$ cat src/common/jtg_defines.vh
// Constants for the boundary-scan instruction decode block
`ifndef JTG_DEFINES_VH
`define JTG_DEFINES_VH

// ----------------------------------------------------------------
// Instruction register
// ----------------------------------------------------------------
`define JTG_IR_W        4
`define JTG_IR_CAPTURE  4'h1
`define JTG_OP_EXTEST   4'h0
`define JTG_OP_SAMPLE   4'h1
`define JTG_OP_IDCODE   4'h2
`define JTG_OP_HIGHZ    4'h4
`define JTG_OP_BYPASS   4'hF

// ----------------------------------------------------------------
// Identification register layout
// ----------------------------------------------------------------
`define JTG_ID_W        32
`define JTG_ID_VER_MSB  31
`define JTG_ID_VER_LSB  28
`define JTG_ID_PART_MSB 27
`define JTG_ID_PART_LSB 12
`define JTG_ID_MFR_MSB  11
`define JTG_ID_MFR_LSB  1
`define JTG_ID_LSB_VAL  1'h1
`define JTG_ID_VER_W    4
`define JTG_ID_PART_W   16
`define JTG_ID_MFR_W    11

// ----------------------------------------------------------------
// Boundary chain default length
// ----------------------------------------------------------------
`define JTG_BSR_LEN     8

`endif

$ cat src/rtl/jtg_sync.v
// Three-stage pin synchroniser with agreement filter
`timescale 1ns/1ps
`default_nettype none

module jtg_sync #(
    parameter RST_VAL = 1'b0          // Level shown during reset
) (
    // Clock and reset
    input  wire clk_sys,
    input  wire rst,
    // Pin side and filtered level
    input  wire pin_in,
    output reg  lvl_r
);

    reg s1_r;                         // Metastable stage, read by s2 only
    reg s2_r;                         // Second stage
    reg s3_r;                         // Third stage

    // ------------------------------------------------------------
    // Shift chain; level moves only when the last two stages agree
    // ------------------------------------------------------------
    always @(posedge clk_sys or posedge rst) begin
        if (rst) begin
            s1_r  <= RST_VAL;
            s2_r  <= RST_VAL;
            s3_r  <= RST_VAL;
            lvl_r <= RST_VAL;
        end else begin
            s1_r <= pin_in;
            s2_r <= s1_r;
            s3_r <= s2_r;
            // A glitch seen by one stage alone is rejected
            if (s2_r == s3_r) begin
                lvl_r <= s3_r;
            end
        end
    end

endmodule // jtg_sync

`default_nettype wire

$ cat src/rtl/jtg_tap_decode.v
// Boundary-scan port: TAP sequencer, instruction decode, data registers
`timescale 1ns/1ps
`default_nettype none
`include "jtg_defines.vh"

module jtg_tap_decode #(
    parameter BSR_LEN = `JTG_BSR_LEN,  // Boundary cells
    parameter [3:0]  ID_VER  = 4'h6,    // Arbitrary value
    parameter [15:0] ID_PART = 16'h1E7A,// Arbitrary value
    parameter [10:0] ID_MFR  = 11'h2C9  // Arbitrary value
) (
    // System clock and reset
    input  wire               clk_sys,
    input  wire               rst,
    // Test port pins from the controller
    input  wire               tck,
    input  wire               tms,
    input  wire               tdi,
    input  wire               trst_n,
    // Test data out, pin with enable
    output reg                tdo_r,
    output reg                tdo_oe_r,
    // Core side of the pads
    input  wire [BSR_LEN-1:0] core_out,
    input  wire [BSR_LEN-1:0] core_oe,
    input  wire [BSR_LEN-1:0] pad_in,
    // Pad drivers
    output reg  [BSR_LEN-1:0] pad_out_r,
    output reg  [BSR_LEN-1:0] pad_oe_r,
    // Current instruction, for observation
    output reg  [3:0]         ir_cur_r
);

    // ------------------------------------------------------------
    // TAP states
    // ------------------------------------------------------------
    localparam [3:0] S_TLR  = 4'h0;
    localparam [3:0] S_RTI  = 4'h1;
    localparam [3:0] S_SDR  = 4'h2;
    localparam [3:0] S_CDR  = 4'h3;
    localparam [3:0] S_SHDR = 4'h4;
    localparam [3:0] S_E1DR = 4'h5;
    localparam [3:0] S_PDR  = 4'h6;
    localparam [3:0] S_E2DR = 4'h7;
    localparam [3:0] S_UDR  = 4'h8;
    localparam [3:0] S_SIR  = 4'h9;
    localparam [3:0] S_CIR  = 4'hA;
    localparam [3:0] S_SHIR = 4'hB;
    localparam [3:0] S_E1IR = 4'hC;
    localparam [3:0] S_PIR  = 4'hD;
    localparam [3:0] S_E2IR = 4'hE;
    localparam [3:0] S_UIR  = 4'hF;

    // Identification word assembled from fields
    localparam [31:0] ID_WORD = {ID_VER, ID_PART, ID_MFR,
                                 `JTG_ID_LSB_VAL};

    // ------------------------------------------------------------
    // Synchronised pins
    // ------------------------------------------------------------
    wire tck_l;                       // Filtered test clock
    wire tms_l;                       // Filtered mode select
    wire tdi_l;                       // Filtered data in
    wire trst_n_l;                    // Filtered test reset

    // Test clock idles high; a matching reset level avoids a false edge
    jtg_sync #(.RST_VAL(1'b1)) u_sync_tck (
        .clk_sys (clk_sys),
        .rst     (rst),
        .pin_in  (tck),
        .lvl_r   (tck_l)
    );
    jtg_sync #(.RST_VAL(1'b1)) u_sync_tms (
        .clk_sys (clk_sys),
        .rst     (rst),
        .pin_in  (tms),
        .lvl_r   (tms_l)
    );
    jtg_sync #(.RST_VAL(1'b0)) u_sync_tdi (
        .clk_sys (clk_sys),
        .rst     (rst),
        .pin_in  (tdi),
        .lvl_r   (tdi_l)
    );
    jtg_sync #(.RST_VAL(1'b0)) u_sync_trst (
        .clk_sys (clk_sys),
        .rst     (rst),
        .pin_in  (trst_n),
        .lvl_r   (trst_n_l)
    );

    // ------------------------------------------------------------
    // State and data registers
    // ------------------------------------------------------------
    reg               tck_d_r;        // Previous test clock level
    reg  [3:0]        state_r;        // TAP state
    reg  [3:0]        state_nxt;      // Next TAP state
    reg  [3:0]        ir_sh_r;        // Instruction shift stage
    reg               byp_r;          // One-stage bypass
    reg  [31:0]       id_sh_r;        // Identification shifter
    reg  [BSR_LEN-1:0] bsr_sh_r;      // Boundary shift stage
    reg  [BSR_LEN-1:0] bsr_upd_r;     // Boundary update latch

    wire tck_rise = tck_l & ~tck_d_r; // Rising test clock edge
    wire tck_fall = ~tck_l & tck_d_r; // Falling test clock edge

    // Path selection from the current instruction
    wire sel_bsr = (ir_cur_r == `JTG_OP_EXTEST) |
                   (ir_cur_r == `JTG_OP_SAMPLE);
    wire sel_id  = (ir_cur_r == `JTG_OP_IDCODE);
    wire sel_byp = ~sel_bsr & ~sel_id;

    // ------------------------------------------------------------
    // TAP next state, taken on tms at each rising edge
    // ------------------------------------------------------------
    always @* begin
        case (state_r)
            S_TLR:   state_nxt = tms_l ? S_TLR  : S_RTI;
            S_RTI:   state_nxt = tms_l ? S_SDR  : S_RTI;
            S_SDR:   state_nxt = tms_l ? S_SIR  : S_CDR;
            S_CDR:   state_nxt = tms_l ? S_E1DR : S_SHDR;
            S_SHDR:  state_nxt = tms_l ? S_E1DR : S_SHDR;
            S_E1DR:  state_nxt = tms_l ? S_UDR  : S_PDR;
            S_PDR:   state_nxt = tms_l ? S_E2DR : S_PDR;
            S_E2DR:  state_nxt = tms_l ? S_UDR  : S_SHDR;
            S_UDR:   state_nxt = tms_l ? S_SDR  : S_RTI;
            S_SIR:   state_nxt = tms_l ? S_TLR  : S_CIR;
            S_CIR:   state_nxt = tms_l ? S_E1IR : S_SHIR;
            S_SHIR:  state_nxt = tms_l ? S_E1IR : S_SHIR;
            S_E1IR:  state_nxt = tms_l ? S_UIR  : S_PIR;
            S_PIR:   state_nxt = tms_l ? S_E2IR : S_PIR;
            S_E2IR:  state_nxt = tms_l ? S_UIR  : S_SHIR;
            S_UIR:   state_nxt = tms_l ? S_SDR  : S_RTI;
            default: state_nxt = S_TLR;
        endcase
    end

    // ------------------------------------------------------------
    // Rising edge: state advance, capture and shift
    // ------------------------------------------------------------
    always @(posedge clk_sys or posedge rst) begin
        if (rst) begin
            tck_d_r  <= 1'b1;
            state_r  <= S_TLR;
            ir_sh_r  <= 4'h0;
            byp_r    <= 1'b0;
            id_sh_r  <= 32'h00000000;
            bsr_sh_r <= {BSR_LEN{1'b0}};
        end else begin
            tck_d_r <= tck_l;
            if (!trst_n_l) begin
                // Test reset pin forces the reset state at once
                state_r <= S_TLR;
            end else if (tck_rise) begin
                state_r <= state_nxt;
                case (state_r)
                    S_CIR: begin
                        ir_sh_r <= `JTG_IR_CAPTURE;
                    end
                    S_SHIR: begin
                        ir_sh_r <= {tdi_l, ir_sh_r[3:1]};
                    end
                    S_CDR: begin
                        // Only the selected register loads
                        if (sel_byp) begin
                            byp_r <= 1'b0;
                        end
                        if (sel_id) begin
                            id_sh_r <= ID_WORD;
                        end
                        if (sel_bsr) begin
                            bsr_sh_r <= pad_in;
                        end
                    end
                    S_SHDR: begin
                        // Others hold still while not selected
                        if (sel_byp) begin
                            byp_r <= tdi_l;
                        end
                        if (sel_id) begin
                            id_sh_r <= {tdi_l, id_sh_r[31:1]};
                        end
                        if (sel_bsr) begin
                            bsr_sh_r <= {tdi_l,
                                         bsr_sh_r[BSR_LEN-1:1]};
                        end
                    end
                    default: begin
                        byp_r <= byp_r;
                    end
                endcase
            end
        end
    end

    // ------------------------------------------------------------
    // Falling edge: instruction and boundary update, data out
    // ------------------------------------------------------------
    always @(posedge clk_sys or posedge rst) begin
        if (rst) begin
            ir_cur_r  <= `JTG_OP_IDCODE;
            bsr_upd_r <= {BSR_LEN{1'b0}};
            tdo_r     <= 1'b0;
            tdo_oe_r  <= 1'b0;
        end else if (state_r == S_TLR) begin
            // Reset state always leaves the ID register selected
            ir_cur_r <= `JTG_OP_IDCODE;
            tdo_oe_r <= 1'b0;
        end else if (tck_fall) begin
            if (state_r == S_UIR) begin
                ir_cur_r <= ir_sh_r;
            end
            if (state_r == S_UDR && sel_bsr) begin
                // Preload via sample lands here before external test
                bsr_upd_r <= bsr_sh_r;
            end
            // Data out follows the path chosen by the instruction
            tdo_oe_r <= (state_r == S_SHIR) | (state_r == S_SHDR);
            // Outside the shift states the line holds, so a path change
            // while idle never reaches the pin
            if (state_r == S_SHIR) begin
                tdo_r <= ir_sh_r[0];
            end else if (state_r != S_SHDR) begin
                tdo_r <= tdo_r;
            end else if (sel_bsr) begin
                tdo_r <= bsr_sh_r[0];
            end else if (sel_id) begin
                tdo_r <= id_sh_r[0];
            end else begin
                tdo_r <= byp_r;
            end
        end
    end

    // ------------------------------------------------------------
    // Pad drive mux; registered so pads never see a decode glitch
    // ------------------------------------------------------------
    always @(posedge clk_sys or posedge rst) begin
        if (rst) begin
            pad_out_r <= {BSR_LEN{1'b0}};
            pad_oe_r  <= {BSR_LEN{1'b0}};
        end else if (ir_cur_r == `JTG_OP_EXTEST) begin
            pad_out_r <= bsr_upd_r;
            pad_oe_r  <= {BSR_LEN{1'b1}};
        end else if (ir_cur_r == `JTG_OP_HIGHZ) begin
            pad_out_r <= core_out;
            pad_oe_r  <= {BSR_LEN{1'b0}};
        end else begin
            // Normal function for every other code
            pad_out_r <= core_out;
            pad_oe_r  <= core_oe;
        end
    end

endmodule // jtg_tap_decode

`default_nettype wire

$ cat config.mk
export PLATFORM = sky130hd
export DESIGN_NAME = jtg_tap_decode
export DESIGN_NICKNAME = d
export VERILOG_FILES = /design/src/rtl/jtg_sync.v /design/src/rtl/jtg_tap_decode.v
export VERILOG_INCLUDE_DIRS = /design/src /design/src/common
export SDC_FILE = /design/constraint.sdc
export NUM_CORES = 1
export LEC_CHECK = 0
export ABC_CLOCK_PERIOD_IN_PS = 4800
export BUFFER_PORTS_ARGS = -buffer_cell sky130_fd_sc_hd__buf_2
export CAP_MARGIN = 20
export CORE_MARGIN = 10
export CORE_UTILIZATION = 50
export CTS_CLUSTER_SIZE = 10
export DETAILED_ROUTE_END_ITERATION = 7
export GPL_TIMING_DRIVEN = 1
export PLACE_DENSITY = 0.71
export SLEW_MARGIN = 10
export SYNTH_ARGS = -nofsm -noshare
export SYNTH_HDL_FRONTEND = slang
export SYNTH_SLANG_ARGS = --single-unit
$ cat constraint.sdc
create_clock -name clk_sys -period 4.8 [get_ports clk_sys]
set_input_delay 0.48 -clock clk_sys [delete_from_list [all_inputs] [get_ports clk_sys]]
set_output_delay 0.48 -clock clk_sys [all_outputs]
set_load 0.05 [all_outputs]
==> flow_summary.json <==
{
  "status": "complete, no violations",
  "setup_slack_ns": 2.35,
  "netlist.area_leader.share": 0.560,
  "pwr-share-seq": 0.570,
  "synth_cell_types": 49,
  "antenna_left": 0,
  "power_switching_share": 0.257,
  "drive_gt1_frac": 0.328,
  "r2r_slack_ns": 2.35,
  "postLayoutCellArea_sq_um": 4360,
  "syn-instance-count": 297,
  "syn-num-nets": 327,
  "relSlewSlack": 0.343,
  "holdCritPathClass": "input port to flop",
  "critPathKind": "flop to flop",
  "required_ns": 5.10,
  "stdcell_count": 447,
  "ys_top_cells_by_count": "86 x dfrtp_1, 18 x mux2_2, 18 x nor2_1, 18 x o22a_1, 16 x a21oi_1",
  "yosysSeqAreaShare": 0.628,
  "place_area_sq_um": 4150,
  "root_buffer": "clkbuf_8",
  "synthXorXnorAreaFrac": 0.00456,
  "rows": 31,
  "p_int_mw": 1.19,
  "post-route-min-period_ns": 2.45,
  "grt_usage": 0.130,
  "worstSkewPairLatency_ns": 0.36,
  "maxCapViolations": 0,
  "overflow": 0,
  "clkPwrFrac": 0.339,
  "io_pins": 52,
  "grt_antenna_before_repair": 0,
  "yosysWarnings": 0,
  "vdd_drop_max_v": 0.000187,
  "wirelength_microns": 7190,
  "synth_top_family_by_area": "compound AO/OA/AOI/OAI gates",
  "synth_seq_cells": 96,
  "antenna_cells": 0,
  "grt_max_degree": 55,
  "crit_path_start_kind": "flop",
  "p_sw_mw": 0.411,
  "power_frac_comb": 0.090,
  "ys.flop_type": "dfrtp_1",
  "rsz0062_at_grt": "no",
  "post_drt_wl_per_cell_microns": 16.1,
  "fmax_mhz": 408,
  "end_kind": "flop",
  "viasPerCell": 5.42,
  "yosysTopAreaCell": "dfrtp_1",
  "io_buffers": 51,
  "num_vias": 2424,
  "drc": 0,
  "dp_hpwl_microns": 4850,
  "maxSlewViolCount": 0,
  "arrival_ns": 2.75,
  "synth_edf_count": 0,
  "async_flop_share": 1.00,
  "numPlacedInstances": 431,
  "pwr_density_cell_nw_per_um2": 367,
  "postCtsHoldBufs": 0,
  "clock_sinks": 96,
  "numCtsBuffers": 9,
  "postCtsSetupBuffers": 0,
  "place_congestion": 0.789,
  "first_iter_violations": 128,
  "finalSetupViolCount": 0,
  "final.setup.tns_ns": 0,
  "syn_area_sq_um": 3840,
  "cts_resized": 0,
  "synth_area_leaders": "dfrtp_1 56%, dfstp_2 6.8%, mux2_2 5.3%, o22a_1 4.1%, mux2i_1 2.3%",
  "path_clk_slew_ns": 0.09,
  "yosys.cell_count.top_type": "dfrtp_1",
  "post-route-period-util": 0.511,
  "grt_pass1_wl_microns": 12200,
  "nets": 373,
  "grt_pass1_vias": 2538,
  "synthMuxAreaShare": 0.0762,
  "slowest_delay_ns": 0.74,
  "core_area_sq_um": 7370,
  "fillerInstances": 618,
  "timing_hold_violations_final": 0,
  "post-route-util": 0.591,
  "worstPathCellList": "or3b_2 > and2_1 > nor3_2 > o22a_1",
  "synth_compound_area_frac": 0.160,
  "power_mw": 1.60,
  "leakagePower_nw": 1.96,
  "clock_skew_ns": 0.00922,
  "hold_slack_ns": 0.209,
  "clock_path_buffers": 2,
  "avgSynthCellArea_sq_um": 12.9,
  "drt_pass1_iterations": 4,
  "synth_simple_gate_area_frac": 0.0885,
  "fp.dieArea_sq_um": 11600,
  "pre_cts_ws_ns": 2.36,
  "synthAdderAreaFrac": 0.0104,
  "start_util": 0.522,
  "dieHeight_microns": 108,
  "critPathSlowestCell": "nor3_2",
  "htree_levels": 3,
  "cts_tree": "done",
  "cp_max_fo": 21,
  "tightest_slew_ns": 0.980,
  "die_w_microns": 108,
  "area_delta_synth_final_pct": 13.4
}
[registers in the layout, indices dropped and copies added, names as in the netlist, 4 cells and up]
signal and flops:
ir_cur_r 4, id_sh_r 32, bsr_sh_r 8, bsr_upd_r 8, state_r 4, pad_out_r 8
ir_sh_r 4, pad_oe_r 8
[path summary, 6_finish.rpt]
check | start | to | cells after the start
worst max-delay path | state_r[0]$_DFFE_PP0P_ | id_sh_r[30]$_DFFE_PP0P_ | 4
worst min-delay path | tms | u_sync_tms.s1_r$_DFF_PP1_ | 1
worst max register to register | state_r[0]$_DFFE_PP0P_ | id_sh_r[30]$_DFFE_PP0P_ | 4
worst min register to register | u_sync_trst.s1_r$_DFF_PP0_ | u_sync_trst.s2_r$_DFF_PP0_ | 0
max in group asynchronous | rst | tck_d_r$_DFF_PP1_ | 3
min in group asynchronous | rst | id_sh_r[5]$_DFFE_PP0P_ | 2
[area by class of cell]
| class | instances | area, sq um | share of cell area |
|---|---|---|---|
| flip-flops and latches | 96 | 2410 | 0.554 |
| multi-input cells | 176 | 1310 | 0.301 |
| repair buffers | 54 | 278 | 0.0637 |
| clock buffers | 10 | 138 | 0.0316 |
| well taps | 99 | 124 | 0.0284 |
| clock inverters | 6 | 66.3 | 0.0152 |
| inverters | 6 | 23.8 | 0.00546 |
[power groups by stage]
stage	clock network (mW)	registers (mW)	logic, mW
floorplan	0	0.930	0.0968
global placement	0	0.924	0.140
detailed placement	0	0.927	0.146
CTS	0.554	0.911	0.147
global route	0.586	0.921	0.159
finish	0.543	0.911	0.144
[worst max-delay path: cells and delay by family, from the launching register on]
family | cells | cell delay [ns]
and+or+nand+nor | 3 | 1.51
AOI/OAI and AO/OA | 1 | 0.27
DFF | 1 | 0.61
[cell families (layout without fill, tap and decap cells)]
kind of cell | Yosys count | in the layout
adder cells (fa/ha/maj) | 4 | 4
buffers and inverters | 25 | 76
AND/OR/NAND/NOR | 61 | 61
XOR/XNOR | 2 | 2
AO/OA/AOI/OAI | 82 | 82
multiplexers | 27 | 27
flip-flops | 96 | 96
[metal layers]
| layer | global-route usage | share of wire | vias up |
|---|---|---|---|
| li1 | - | - | 1169 |
| met1 | 0.169 | 0.46 | 1184 |
| met2 | 0.194 | 0.45 | 57 |
| met3 | 0.0467 | 0.071 | 14 |
| met4 | 0.0515 | 0.017 | 0 |
| met5 | 0 | 0 | - |
[cell usage in the layout (no fill, tap or decap), types with 10 or more instances in the layout]
master / instances
a21oi_1: 16
buf_2: 51
clkbuf_8: 10
dfrtp_1: 86
dfstp_2: 10
mux2_2: 18
nand2_1: 12
nor2_1: 18
o22a_1: 18
No activity file was read; power rests on OpenSTA's default activity.
